$ cat config.mk
export PLATFORM = sky130hd
export DESIGN_NAME = aipd_top
export DESIGN_NICKNAME = d
export VERILOG_FILES = /design/src/hdl/aipd_pkg.sv /design/src/hdl/aipd_smp_if.sv /design/src/hdl/aipd_scale.sv /design/src/hdl/aipd_top.sv
export SDC_FILE = /design/constraint.sdc
export NUM_CORES = 1
export LEC_CHECK = 0
export BUFFER_PORTS_ARGS = -buffer_cell sky130_fd_sc_hd__buf_4
export CAP_MARGIN = 30
export CORE_MARGIN = 2
export CORE_UTILIZATION = 40
export CTS_CLUSTER_SIZE = 12
export DETAILED_ROUTE_END_ITERATION = 7
export GPL_TIMING_DRIVEN = 0
export PLACE_DENSITY = 0.58
export SLEW_MARGIN = 20
export SYNTH_ARGS = -nofsm -noshare
export SYNTH_HDL_FRONTEND = slang
export SYNTH_SLANG_ARGS = --single-unit
$ cat constraint.sdc
create_clock -name i_clk_sys -period 10.6 [get_ports i_clk_sys]
set_clock_uncertainty 0.1 [all_clocks]
set_input_delay 0.53 -clock i_clk_sys [delete_from_list [all_inputs] [get_ports i_clk_sys]]
set_output_delay 0.53 -clock i_clk_sys [all_outputs]
set_load 0.05 [all_outputs]
$ cat src/hdl/aipd_pkg.sv
// constants, types and decode helpers of the analog input diagnostics
// Operation
// - one writable function byte per channel, default 10h, record sets 80h/81h
// - function FFh switches the channel off, no more results
// - function 10h scales D = 27648*U/10V, limits 32511 and -4864
// - function 20h scales D = 16384*U/10V, limits 20480 and -3277
// - any channel error lights the channel LED and enters the diagnostic record
// - no diagnostic interrupt; diagnostics are only polled
// - detect parameter error, range overflow and range underflow
// - record set 01h reads the whole record, 00h the first 4 bytes
// - object 2F01h reads the whole record, 2F00h the first four bytes
// - summary byte: bit0 failure, bit1 internal, bit2 external, bit3 channel; bits 1-0 stay zero here
// - summary bit4 aux supply missing, bit7 parameter error, bits 6-5 zero
// - module info byte reads 15h: class 0101b plus channel info bit
// - fixed descriptor bytes 71h, 08h and 02h
// - one error byte per channel, then six reserved zero bytes
// - function bytes at object 3100h+slot sub 01h/02h, or 3100h/3101h
// - object 5005h reaches record bytes, subindex 02h is the summary
// - channel error byte: bit0 parameter, bit6 underflow, bit7 overflow
// - group error byte: bit0 group 0 error, bit1 group 1 error
// - time stamp captures the microsecond ticker at each diagnostic event
// - microsecond ticker starts at zero, counts each microsecond, wraps
package aipd_pkg;
  localparam logic [7:0]  FN_DEF   = 8'h10;
  localparam logic [7:0]  FN_NOM   = 8'h10;
  localparam logic [7:0]  FN_ALT   = 8'h20;
  localparam logic [7:0]  FN_OFF   = 8'hff;
  localparam logic [7:0]  RS_FN0   = 8'h80;
  localparam logic [7:0]  RS_FN1   = 8'h81;
  localparam logic [7:0]  RS_HEAD  = 8'h00;
  localparam logic [7:0]  RS_FULL  = 8'h01;
  localparam logic [15:0] IX_HEAD  = 16'h2f00;
  localparam logic [15:0] IX_FULL  = 16'h2f01;
  localparam logic [15:0] IX_FN    = 16'h3100;
  localparam logic [15:0] IX_FN1   = 16'h3101;
  localparam logic [15:0] IX_DIAG  = 16'h5005;
  localparam logic [7:0]  SX_FN0   = 8'h01;
  localparam logic [7:0]  SX_FN1   = 8'h02;
  localparam logic [7:0]  SX_FIRST = 8'h02;
  localparam logic [7:0]  SX_LAST  = 8'h11;
  localparam logic [7:0]  SX_TICK  = 8'h13;
  localparam logic [7:0]  SX_TEND  = 8'h16;
  localparam logic [4:0]  HEAD_LEN = 5'h04;
  localparam logic [4:0]  REC_LEN  = 5'h14;
  // record byte positions
  localparam logic [4:0]  B_SUM  = 5'h00;
  localparam logic [4:0]  B_INFO = 5'h01;
  localparam logic [4:0]  B_TYPE = 5'h04;
  localparam logic [4:0]  B_NBIT = 5'h05;
  localparam logic [4:0]  B_NCH  = 5'h06;
  localparam logic [4:0]  B_GRP  = 5'h07;
  localparam logic [4:0]  B_CH0  = 5'h08;
  localparam logic [4:0]  B_CH1  = 5'h09;
  localparam logic [4:0]  B_TICK = 5'h10;
  // fixed byte values
  localparam logic [7:0]  INFO_VAL = 8'h15;
  localparam logic [7:0]  TYPE_VAL = 8'h71;
  localparam logic [7:0]  NBIT_VAL = 8'h08;
  localparam logic [7:0]  NCH_VAL  = 8'h02;
  localparam logic [7:0]  ZERO_B   = 8'h00;
  // bit positions
  localparam int SUM_EXT  = 2;
  localparam int SUM_CHAN = 3;
  localparam int SUM_AUX  = 4;
  localparam int SUM_PARM = 7;
  localparam int CE_PARM  = 0;
  localparam int CE_UNDER = 6;
  localparam int CE_OVER  = 7;
  // scaling: gain in 1/65536 per millivolt
  localparam logic [17:0] K_NOM   = 18'h2c3ca;
  localparam logic [17:0] K_ALT   = 18'h1a36e;
  localparam int          K_SHIFT = 16;
  localparam logic signed [18:0] NOM_MAX = 19'sh07eff;
  localparam logic signed [18:0] NOM_MIN = -19'sh01300;
  localparam logic signed [18:0] ALT_MAX = 19'sh05000;
  localparam logic signed [18:0] ALT_MIN = -19'sh00ccd;
  // timing
  localparam int CLK_NS = 100;
  localparam int US_NS  = 1000;
  localparam logic [3:0] US_CYC = 4'((US_NS + CLK_NS - 1) / CLK_NS);

  typedef enum logic [1:0] {ACC_NONE, ACC_FN0, ACC_FN1, ACC_DIAG} aipd_acc_t;
  typedef struct packed {
    aipd_acc_t  kind;
    logic [4:0] idx;
  } aipd_tgt_t;

  function automatic logic aipd_fn_known(input logic [7:0] fn);
    return (fn == FN_NOM) || (fn == FN_ALT) || (fn == FN_OFF);
  endfunction
endpackage

$ cat src/hdl/aipd_smp_if.sv
// sample path between channel sequencing and the scaler
`timescale 1ns/10ps
interface aipd_smp_if;
  logic signed [15:0] mv;
  logic               stb;
  logic [7:0]         fn;
  logic signed [15:0] val;
  logic               vld;
  logic               ovf;
  logic               unf;
  logic               perr;
  modport src (output mv, stb, fn, input val, vld, ovf, unf, perr);
  modport scl (input mv, stb, fn, output val, vld, ovf, unf, perr);
endinterface

$ cat src/hdl/aipd_scale.sv
// per-channel value scaling and range check
`timescale 1ns/10ps
module aipd_scale (
  input  wire logic   i_clk_sys,
  input  wire logic   i_rst_b,
  aipd_smp_if.scl     smp
);
  import aipd_pkg::*;

  logic signed [34:0] prod;
  logic signed [18:0] d, hi, lo;
  logic signed [15:0] val, next_val;
  logic               vld, ovf, unf, perr;
  logic               next_vld, next_ovf, next_unf, next_perr;

  // scale and clamp; the value only moves on a sample strobe, off or unknown functions clear the range flags at once
  always_comb begin
    prod = smp.mv * $signed({1'b0, (smp.fn == FN_ALT) ? K_ALT : K_NOM});
    d    = prod[34:K_SHIFT];
    hi   = (smp.fn == FN_ALT) ? ALT_MAX : NOM_MAX;
    lo   = (smp.fn == FN_ALT) ? ALT_MIN : NOM_MIN;
    next_val  = val;
    next_vld  = 1'b0;
    next_ovf  = ovf;
    next_unf  = unf;
    next_perr = !aipd_fn_known(smp.fn);
    if (smp.fn == FN_OFF) begin
      next_ovf = 1'b0;
      next_unf = 1'b0;
    end else if (next_perr) begin
      next_ovf = 1'b0;
      next_unf = 1'b0;
    end else if (smp.stb) begin
      next_vld = 1'b1;
      next_ovf = d > hi;
      next_unf = d < lo;
      if (d > hi)
        next_val = hi[15:0];
      else if (d < lo)
        next_val = lo[15:0];
      else
        next_val = d[15:0];
    end
  end

  always_ff @(posedge i_clk_sys) begin
    if (!i_rst_b) begin
      val  <= 16'sh0000;
      vld  <= 1'b0;
      ovf  <= 1'b0;
      unf  <= 1'b0;
      perr <= 1'b0;
    end else begin
      val  <= next_val;
      vld  <= next_vld;
      ovf  <= next_ovf;
      unf  <= next_unf;
      perr <= next_perr;
    end
  end

  assign smp.val  = val;
  assign smp.vld  = vld;
  assign smp.ovf  = ovf;
  assign smp.unf  = unf;
  assign smp.perr = perr;
endmodule

$ cat src/hdl/aipd_top.sv
// analog input parameter bytes, scaling and diagnostic record
`timescale 1ns/10ps
module aipd_top (
  input  wire logic                i_clk_sys,
  input  wire logic                i_rst_b,
  input  wire logic signed [15:0]  i_ain0_mv,
  input  wire logic signed [15:0]  i_ain1_mv,
  input  wire logic [1:0]          i_ain_stb,
  input  wire logic                i_aux_missing,
  input  wire logic [7:0]          i_slot,
  input  wire logic                i_acc_req,
  input  wire logic                i_acc_wr,
  input  wire logic                i_acc_obj,
  input  wire logic                i_acc_ecat,
  input  wire logic [7:0]          i_record_set_number,
  input  wire logic [15:0]         i_object_index,
  input  wire logic [7:0]          i_object_subindex,
  input  wire logic [4:0]          i_acc_byte,
  input  wire logic [7:0]          i_acc_wdata,
  output      logic                o_acc_ack,
  output      logic                o_acc_err,
  output      logic [7:0]          o_acc_rdata,
  output      logic signed [15:0]  o_ain0_value,
  output      logic signed [15:0]  o_ain1_value,
  output      logic [1:0]          o_value_vld,
  output      logic [1:0]          o_chan_led
);
  import aipd_pkg::*;

  logic [7:0]         chan_function_select [2];
  logic [7:0]         next_fn [2];
  logic signed [15:0] smp_val [2];
  logic [1:0]         smp_vld, smp_ovf, smp_unf, smp_perr;
  logic [7:0]         chan_err [2];
  logic [1:0]         flags_q, next_flags_q;
  logic [7:0]         channel_group_errors, module_diag_summary;
  logic               aux_m, aux_s, aux_q, next_aux_q;
  logic [3:0]         us_cnt, next_us_cnt;
  logic [31:0]        ticker, next_ticker;
  logic [31:0]        diag_time_stamp, next_stamp;
  logic               diag_event;
  logic               next_ack, next_err;
  logic [7:0]         next_rdata, diag_byte;
  logic [1:0]         next_led;
  aipd_tgt_t          tgt;

  // map a record set or object address onto a target byte
  function automatic aipd_tgt_t decode(
    input logic        obj,
    input logic        ecat,
    input logic [7:0]  set,
    input logic [15:0] ix,
    input logic [7:0]  sx,
    input logic [7:0]  slot,
    input logic [4:0]  bidx
  );
    aipd_tgt_t t;
    t.kind = ACC_NONE;
    t.idx  = bidx;
    if (!obj) begin
      if (set == RS_FN0)
        t.kind = ACC_FN0;
      else if (set == RS_FN1)
        t.kind = ACC_FN1;
      else if (set == RS_HEAD && bidx < HEAD_LEN)
        t.kind = ACC_DIAG;
      else if (set == RS_FULL && bidx < REC_LEN)
        t.kind = ACC_DIAG;
    end else if (ecat) begin
      if (ix == IX_FN + {8'h00, slot} && sx == SX_FN0)
        t.kind = ACC_FN0;
      else if (ix == IX_FN + {8'h00, slot} && sx == SX_FN1)
        t.kind = ACC_FN1;
      else if (ix == IX_DIAG && sx >= SX_FIRST && sx <= SX_LAST) begin
        t.kind = ACC_DIAG;
        t.idx  = 5'(sx - SX_FIRST);
      end else if (ix == IX_DIAG && sx >= SX_TICK && sx <= SX_TEND) begin
        t.kind = ACC_DIAG;
        t.idx  = 5'(sx - SX_TICK) + B_TICK;
      end
    end else begin
      if (ix == IX_FN)
        t.kind = ACC_FN0;
      else if (ix == IX_FN1)
        t.kind = ACC_FN1;
      else if (ix == IX_HEAD && bidx < HEAD_LEN)
        t.kind = ACC_DIAG;
      else if (ix == IX_FULL && bidx < REC_LEN)
        t.kind = ACC_DIAG;
    end
    return t;
  endfunction

  // one scaler per channel, fed over the sample interface
  generate
    for (genvar c = 0; c < 2; c++) begin : g_ch
      aipd_smp_if u_smp ();
      assign u_smp.mv  = (c == 0) ? i_ain0_mv : i_ain1_mv;
      assign u_smp.stb = i_ain_stb[c];
      assign u_smp.fn  = chan_function_select[c];
      assign smp_val[c]  = u_smp.val;
      assign smp_vld[c]  = u_smp.vld;
      assign smp_ovf[c]  = u_smp.ovf;
      assign smp_unf[c]  = u_smp.unf;
      assign smp_perr[c] = u_smp.perr;
      aipd_scale u_scale (
        .i_clk_sys (i_clk_sys),
        .i_rst_b   (i_rst_b),
        .smp       (u_smp.scl)
      );
    end
  endgenerate

  // channel error bytes and group bits in one process, so each of them
  // has a single driver; reserved bits of both stay zero
  always_comb begin
    channel_group_errors = ZERO_B;
    for (int c = 0; c < 2; c++) begin
      chan_err[c]             = ZERO_B;
      chan_err[c][CE_PARM]    = smp_perr[c];
      chan_err[c][CE_UNDER]   = smp_unf[c];
      chan_err[c][CE_OVER]    = smp_ovf[c];
      channel_group_errors[c] = |chan_err[c];
    end
  end

  assign o_ain0_value = smp_val[0];
  assign o_ain1_value = smp_val[1];
  assign o_value_vld  = smp_vld;

  // summary byte; failure and internal bits have no source here
  always_comb begin
    module_diag_summary           = ZERO_B;
    module_diag_summary[SUM_EXT]  = aux_s;
    module_diag_summary[SUM_AUX]  = aux_s;
    module_diag_summary[SUM_CHAN] = |channel_group_errors;
    module_diag_summary[SUM_PARM] = |smp_perr;
  end

  // microsecond ticker and time stamp of each new diagnostic event
  always_comb begin
    next_us_cnt = us_cnt + 4'h1;
    next_ticker = ticker;
    if (us_cnt == US_CYC - 4'h1) begin
      next_us_cnt = 4'h0;
      next_ticker = ticker + 32'h1;
    end
    next_flags_q = channel_group_errors[1:0];
    next_aux_q   = aux_s;
    // only rising errors count, so a standing fault keeps its first stamp
    diag_event = |(channel_group_errors[1:0] & ~flags_q) | (aux_s & ~aux_q);
    next_stamp = diag_event ? ticker : diag_time_stamp;
    for (int c = 0; c < 2; c++)
      next_led[c] = |chan_err[c];
  end

  // aux supply flag comes from a pin and passes two flops first
  always_ff @(posedge i_clk_sys) begin
    if (!i_rst_b) begin
      aux_m           <= 1'b0;
      aux_s           <= 1'b0;
      aux_q           <= 1'b0;
      flags_q         <= 2'h0;
      us_cnt          <= 4'h0;
      ticker          <= 32'h0;
      diag_time_stamp <= 32'h0;
      o_chan_led      <= 2'h0;
    end else begin
      aux_m           <= i_aux_missing;
      aux_s           <= aux_m;
      aux_q           <= next_aux_q;
      flags_q         <= next_flags_q;
      us_cnt          <= next_us_cnt;
      ticker          <= next_ticker;
      diag_time_stamp <= next_stamp;
      o_chan_led      <= next_led;
    end
  end

  // record byte selection; reserved and unused channel bytes read zero
  always_comb begin
    case (tgt.idx)
      B_SUM:           diag_byte = module_diag_summary;
      B_INFO:          diag_byte = INFO_VAL;
      B_TYPE:          diag_byte = TYPE_VAL;
      B_NBIT:          diag_byte = NBIT_VAL;
      B_NCH:           diag_byte = NCH_VAL;
      B_GRP:           diag_byte = channel_group_errors;
      B_CH0:           diag_byte = chan_err[0];
      B_CH1:           diag_byte = chan_err[1];
      B_TICK:          diag_byte = diag_time_stamp[7:0];
      B_TICK + 5'h01:  diag_byte = diag_time_stamp[15:8];
      B_TICK + 5'h02:  diag_byte = diag_time_stamp[23:16];
      B_TICK + 5'h03:  diag_byte = diag_time_stamp[31:24];
      default:         diag_byte = ZERO_B;
    endcase
  end

  // access handling: one answer per request, the cycle after it
  always_comb begin
    tgt = decode(i_acc_obj, i_acc_ecat, i_record_set_number,
                 i_object_index, i_object_subindex, i_slot, i_acc_byte);
    next_fn    = chan_function_select;
    next_ack   = i_acc_req;
    next_err   = 1'b0;
    next_rdata = ZERO_B;
    if (i_acc_req) begin
      case (tgt.kind)
        ACC_FN0, ACC_FN1: begin
          if (i_acc_wr)
            next_fn[tgt.kind == ACC_FN1] = i_acc_wdata;
          else
            next_rdata = chan_function_select[tgt.kind == ACC_FN1];
        end
        ACC_DIAG: begin
          // the record is polled only, never pushed
          next_err   = i_acc_wr;
          next_rdata = i_acc_wr ? ZERO_B : diag_byte;
        end
        default: next_err = 1'b1;
      endcase
    end
  end

  always_ff @(posedge i_clk_sys) begin
    if (!i_rst_b) begin
      chan_function_select[0] <= FN_DEF;
      chan_function_select[1] <= FN_DEF;
      o_acc_ack               <= 1'b0;
      o_acc_err               <= 1'b0;
      o_acc_rdata             <= ZERO_B;
    end else begin
      chan_function_select    <= next_fn;
      o_acc_ack               <= next_ack;
      o_acc_err               <= next_err;
      o_acc_rdata             <= next_rdata;
    end
  end
endmodule

==> metrics <==
status finished, final reports clean; DR vias 18100; Synth top cells by count inv_1 (525), ha_1 (365), fa_1 (270); dpl hpwl slightly above 50000 um; Yosys cell types 93; leading area contributor after synthesis fa_1; CTS Buffer Depth 2; Tcrit/Tclk final roughly 95%; post-route insts no fill ~3500; Max FO, Critical Path 15; register area share after synthesis about an eighth; final core occ 45.5%; Nets ~3500; Hold Crit Start i_aux_missing; clock-pin slew on the worst setup and hold paths around 0.07 ns; hold depth 2; Routed WL just under 60000 um; Setup WS pre-CTS -0.343 ns; fillcell total 5526; pin slew with the least headroom to its limit a little under 0.9 ns; R2R cell count 32; worst path required time approximately 11 ns; GPL Wtd Cong 0.911; Die Span X between 200 and 250 um; top cells by area, synth fa_1 (24%), ha_1 (20%), dfxtp_1 (12%); DIE HEIGHT 240 um; R2R Path End g_ch[0].u_scale.smp.val[0]; type of the worst setup path flop to flop; CP delay by family, top adder cells; CTS H-tree lvls 4; reg2reg start g_ch[0].u_smp.fn[0]; predominant post-synthesis flop cell dfxtp_1; Startpoint Class flop; Tot GR Track Use about a fifth; syn avg cell area 8.63 um^2; Synth Instances approximately 2600; minimum clock period about 10 ns; CP dominant cell by count fa_1; Yosys warnings 0; Critical Path Start g_ch[0].u_smp.fn[0]; Worst Path Buf+Inv 8; Clock Latency Late Sink approximately 0.43 ns; largest net degree at the start of global routing 17; layout cells sized above 1 under 10%; Pre-antenna DRT Iters 7; core area ~55000 um^2; first-pass GRT wire length ~95000 um; placed cell count approximately 3500; Ports between 100 and 150; drt drc 0; HP Class input port to flop; RSZ-0062 raised after global routing no; Hold Crit Endpoint aux_m; First DRT Iteration DRCs between 900 and 1000; CTS tree yes; TritonCTS Buffers 17; full die area 57700 um^2; Post-DRT Antenna Nets 0; Layout area overhead 12.2%; crit end category flop; vias in the first global route around 18000; Vias/cell slightly above 5; final setup margin 0.575 ns; Async SR Flop Fraction 0%; most frequent cell after synthesis inv_1; root buffer cell clkbuf_16; Starting Density ~41%; fin. max-slew vios 0; Cell Rows between 80 and 90; Final setup viols 0; Max Cap Violations 0; Post-CTS Hold Fix Bufs 0; Fin. Hold Viols 0; Clock Sinks 139; max incr delay on CP approximately 0.67 ns; Port Buf Inserts about 140; antenna violations before repair 1; max_slew headroom around two fifths; CP arrival approximately 10 ns; synthesized area approximately 22000 um^2; number of synthesized flops with an enable pin 0; r2r setup slk 0.58 ns; #FFs+latches synth 139; total grt overflow 0; Yosys top cell area share about a quarter; fmax between 0.09 and 0.1 GHz; routed len/inst between 15 and 20 um; slowest CP cell a211oi_1
cell usage in the layout (no fill, tap or decap), types with 65 or more instances in the layout:
cell type / instances
a21oi_1: 97
buf_4: 145
fa_1: 270
nand2_1: 242
dfxtp_1: 139
xnor2_1: 65
inv_1: 525
ha_1: 365
o21ai_0: 90
nor2_1: 122
what timing repair did:
item                       4_1_cts  5_1_grt
setup buffers                    0        1
setup endpoints to repair       12       30
pin swaps                        0        1
resized for setup                4       25
kinds of logic after synthesis:
logic type	synth area share [%]
XOR/XNOR	3.25
adder cells (fa/ha/maj)	44.8
AND/OR/NAND/NOR	14.5
flip-flops	12.5
buffers and inverters	10.2
other	0.0336
AO/OA/AOI/OAI	12.9
multiplexers	1.87
sequential cells by signal (all words and copies together), names as in the netlist:
register               count
aux_q                      1
g_ch.u_smp.fn             16
g_ch.u_scale.smp.unf       2
o_acc_ack                  1
aux_s                      1
o_acc_err                  1
g_ch.u_scale.smp.ovf       2
diag_time_stamp           32
us_cnt                     4
g_ch.u_scale.smp.val      32
flags_q                    2
o_acc_rdata                8
g_ch.u_scale.smp.vld       2
ticker                    32
aux_m                      1
g_ch.u_scale.smp.perr      2
per-layer routing:
layer	global-route usage (%)	vias to the layer above	wire (um)
met5	0	-	0
met4	4.48	0	936
met3	2.02	69	1970
met2	35.0	369	27600
met1	29.0	8833	27400
li1	-	8848	-
metrics by stage:
| step | TNS [ns] | hold WS [ns] | area (um^2) |
|---|---|---|---|
| 3_5_place_dp | -2.18 | 0.330 | 24400 |
| 3_3_place_gp | -1.55 | 0.319 | 24400 |
| 2_1_floorplan | 0 | 0.312 | 22400 |
| 5_1_grt | 0 | 0.219 | 25100 |
| 4_1_cts | 0 | 0.189 | 25000 |
| 6_report | 0 | 0.202 | 25100 |
worst max path at each step:
| stage | endpoint | slack [ns] | cells past startpoint |
|---|---|---|---|
| after detailed placement | g_ch[0].u_scale.smp.val[11] | -0.34 | 37 |
| final | g_ch[0].u_scale.smp.val[0] | 0.58 | 32 |
| after global placement | g_ch[0].u_scale.smp.val[11] | -0.28 | 37 |
| after global routing | g_ch[1].u_scale.smp.val[9] | 0.02 | 36 |
| after floorplan | g_ch[0].u_scale.smp.val[11] | 1.67 | 37 |
| after CTS | g_ch[0].u_scale.smp.val[10] | 0.04 | 37 |
layout make-up:
| type | count | area (um^2) | area share [%] |
|---|---|---|---|
| Multi-Input combinational cell | 1862 | 17400 | 69.3 |
| Sequential cell | 139 | 2780 | 11.1 |
| Inverter | 526 | 1970 | 7.88 |
| Timing Repair Buffer | 144 | 1090 | 4.36 |
| Tap cell | 748 | 936 | 3.74 |
| Clock buffer | 17 | 425 | 1.70 |
| Buffer | 75 | 313 | 1.25 |
| Clock inverter | 15 | 153 | 0.609 |
| Antenna cell | 1 | 2.50 | 0.00999 |
Power is left out: the tool's default activity adds up to more than one toggle a clock period on the data nets, which glitch-free logic cannot reach.
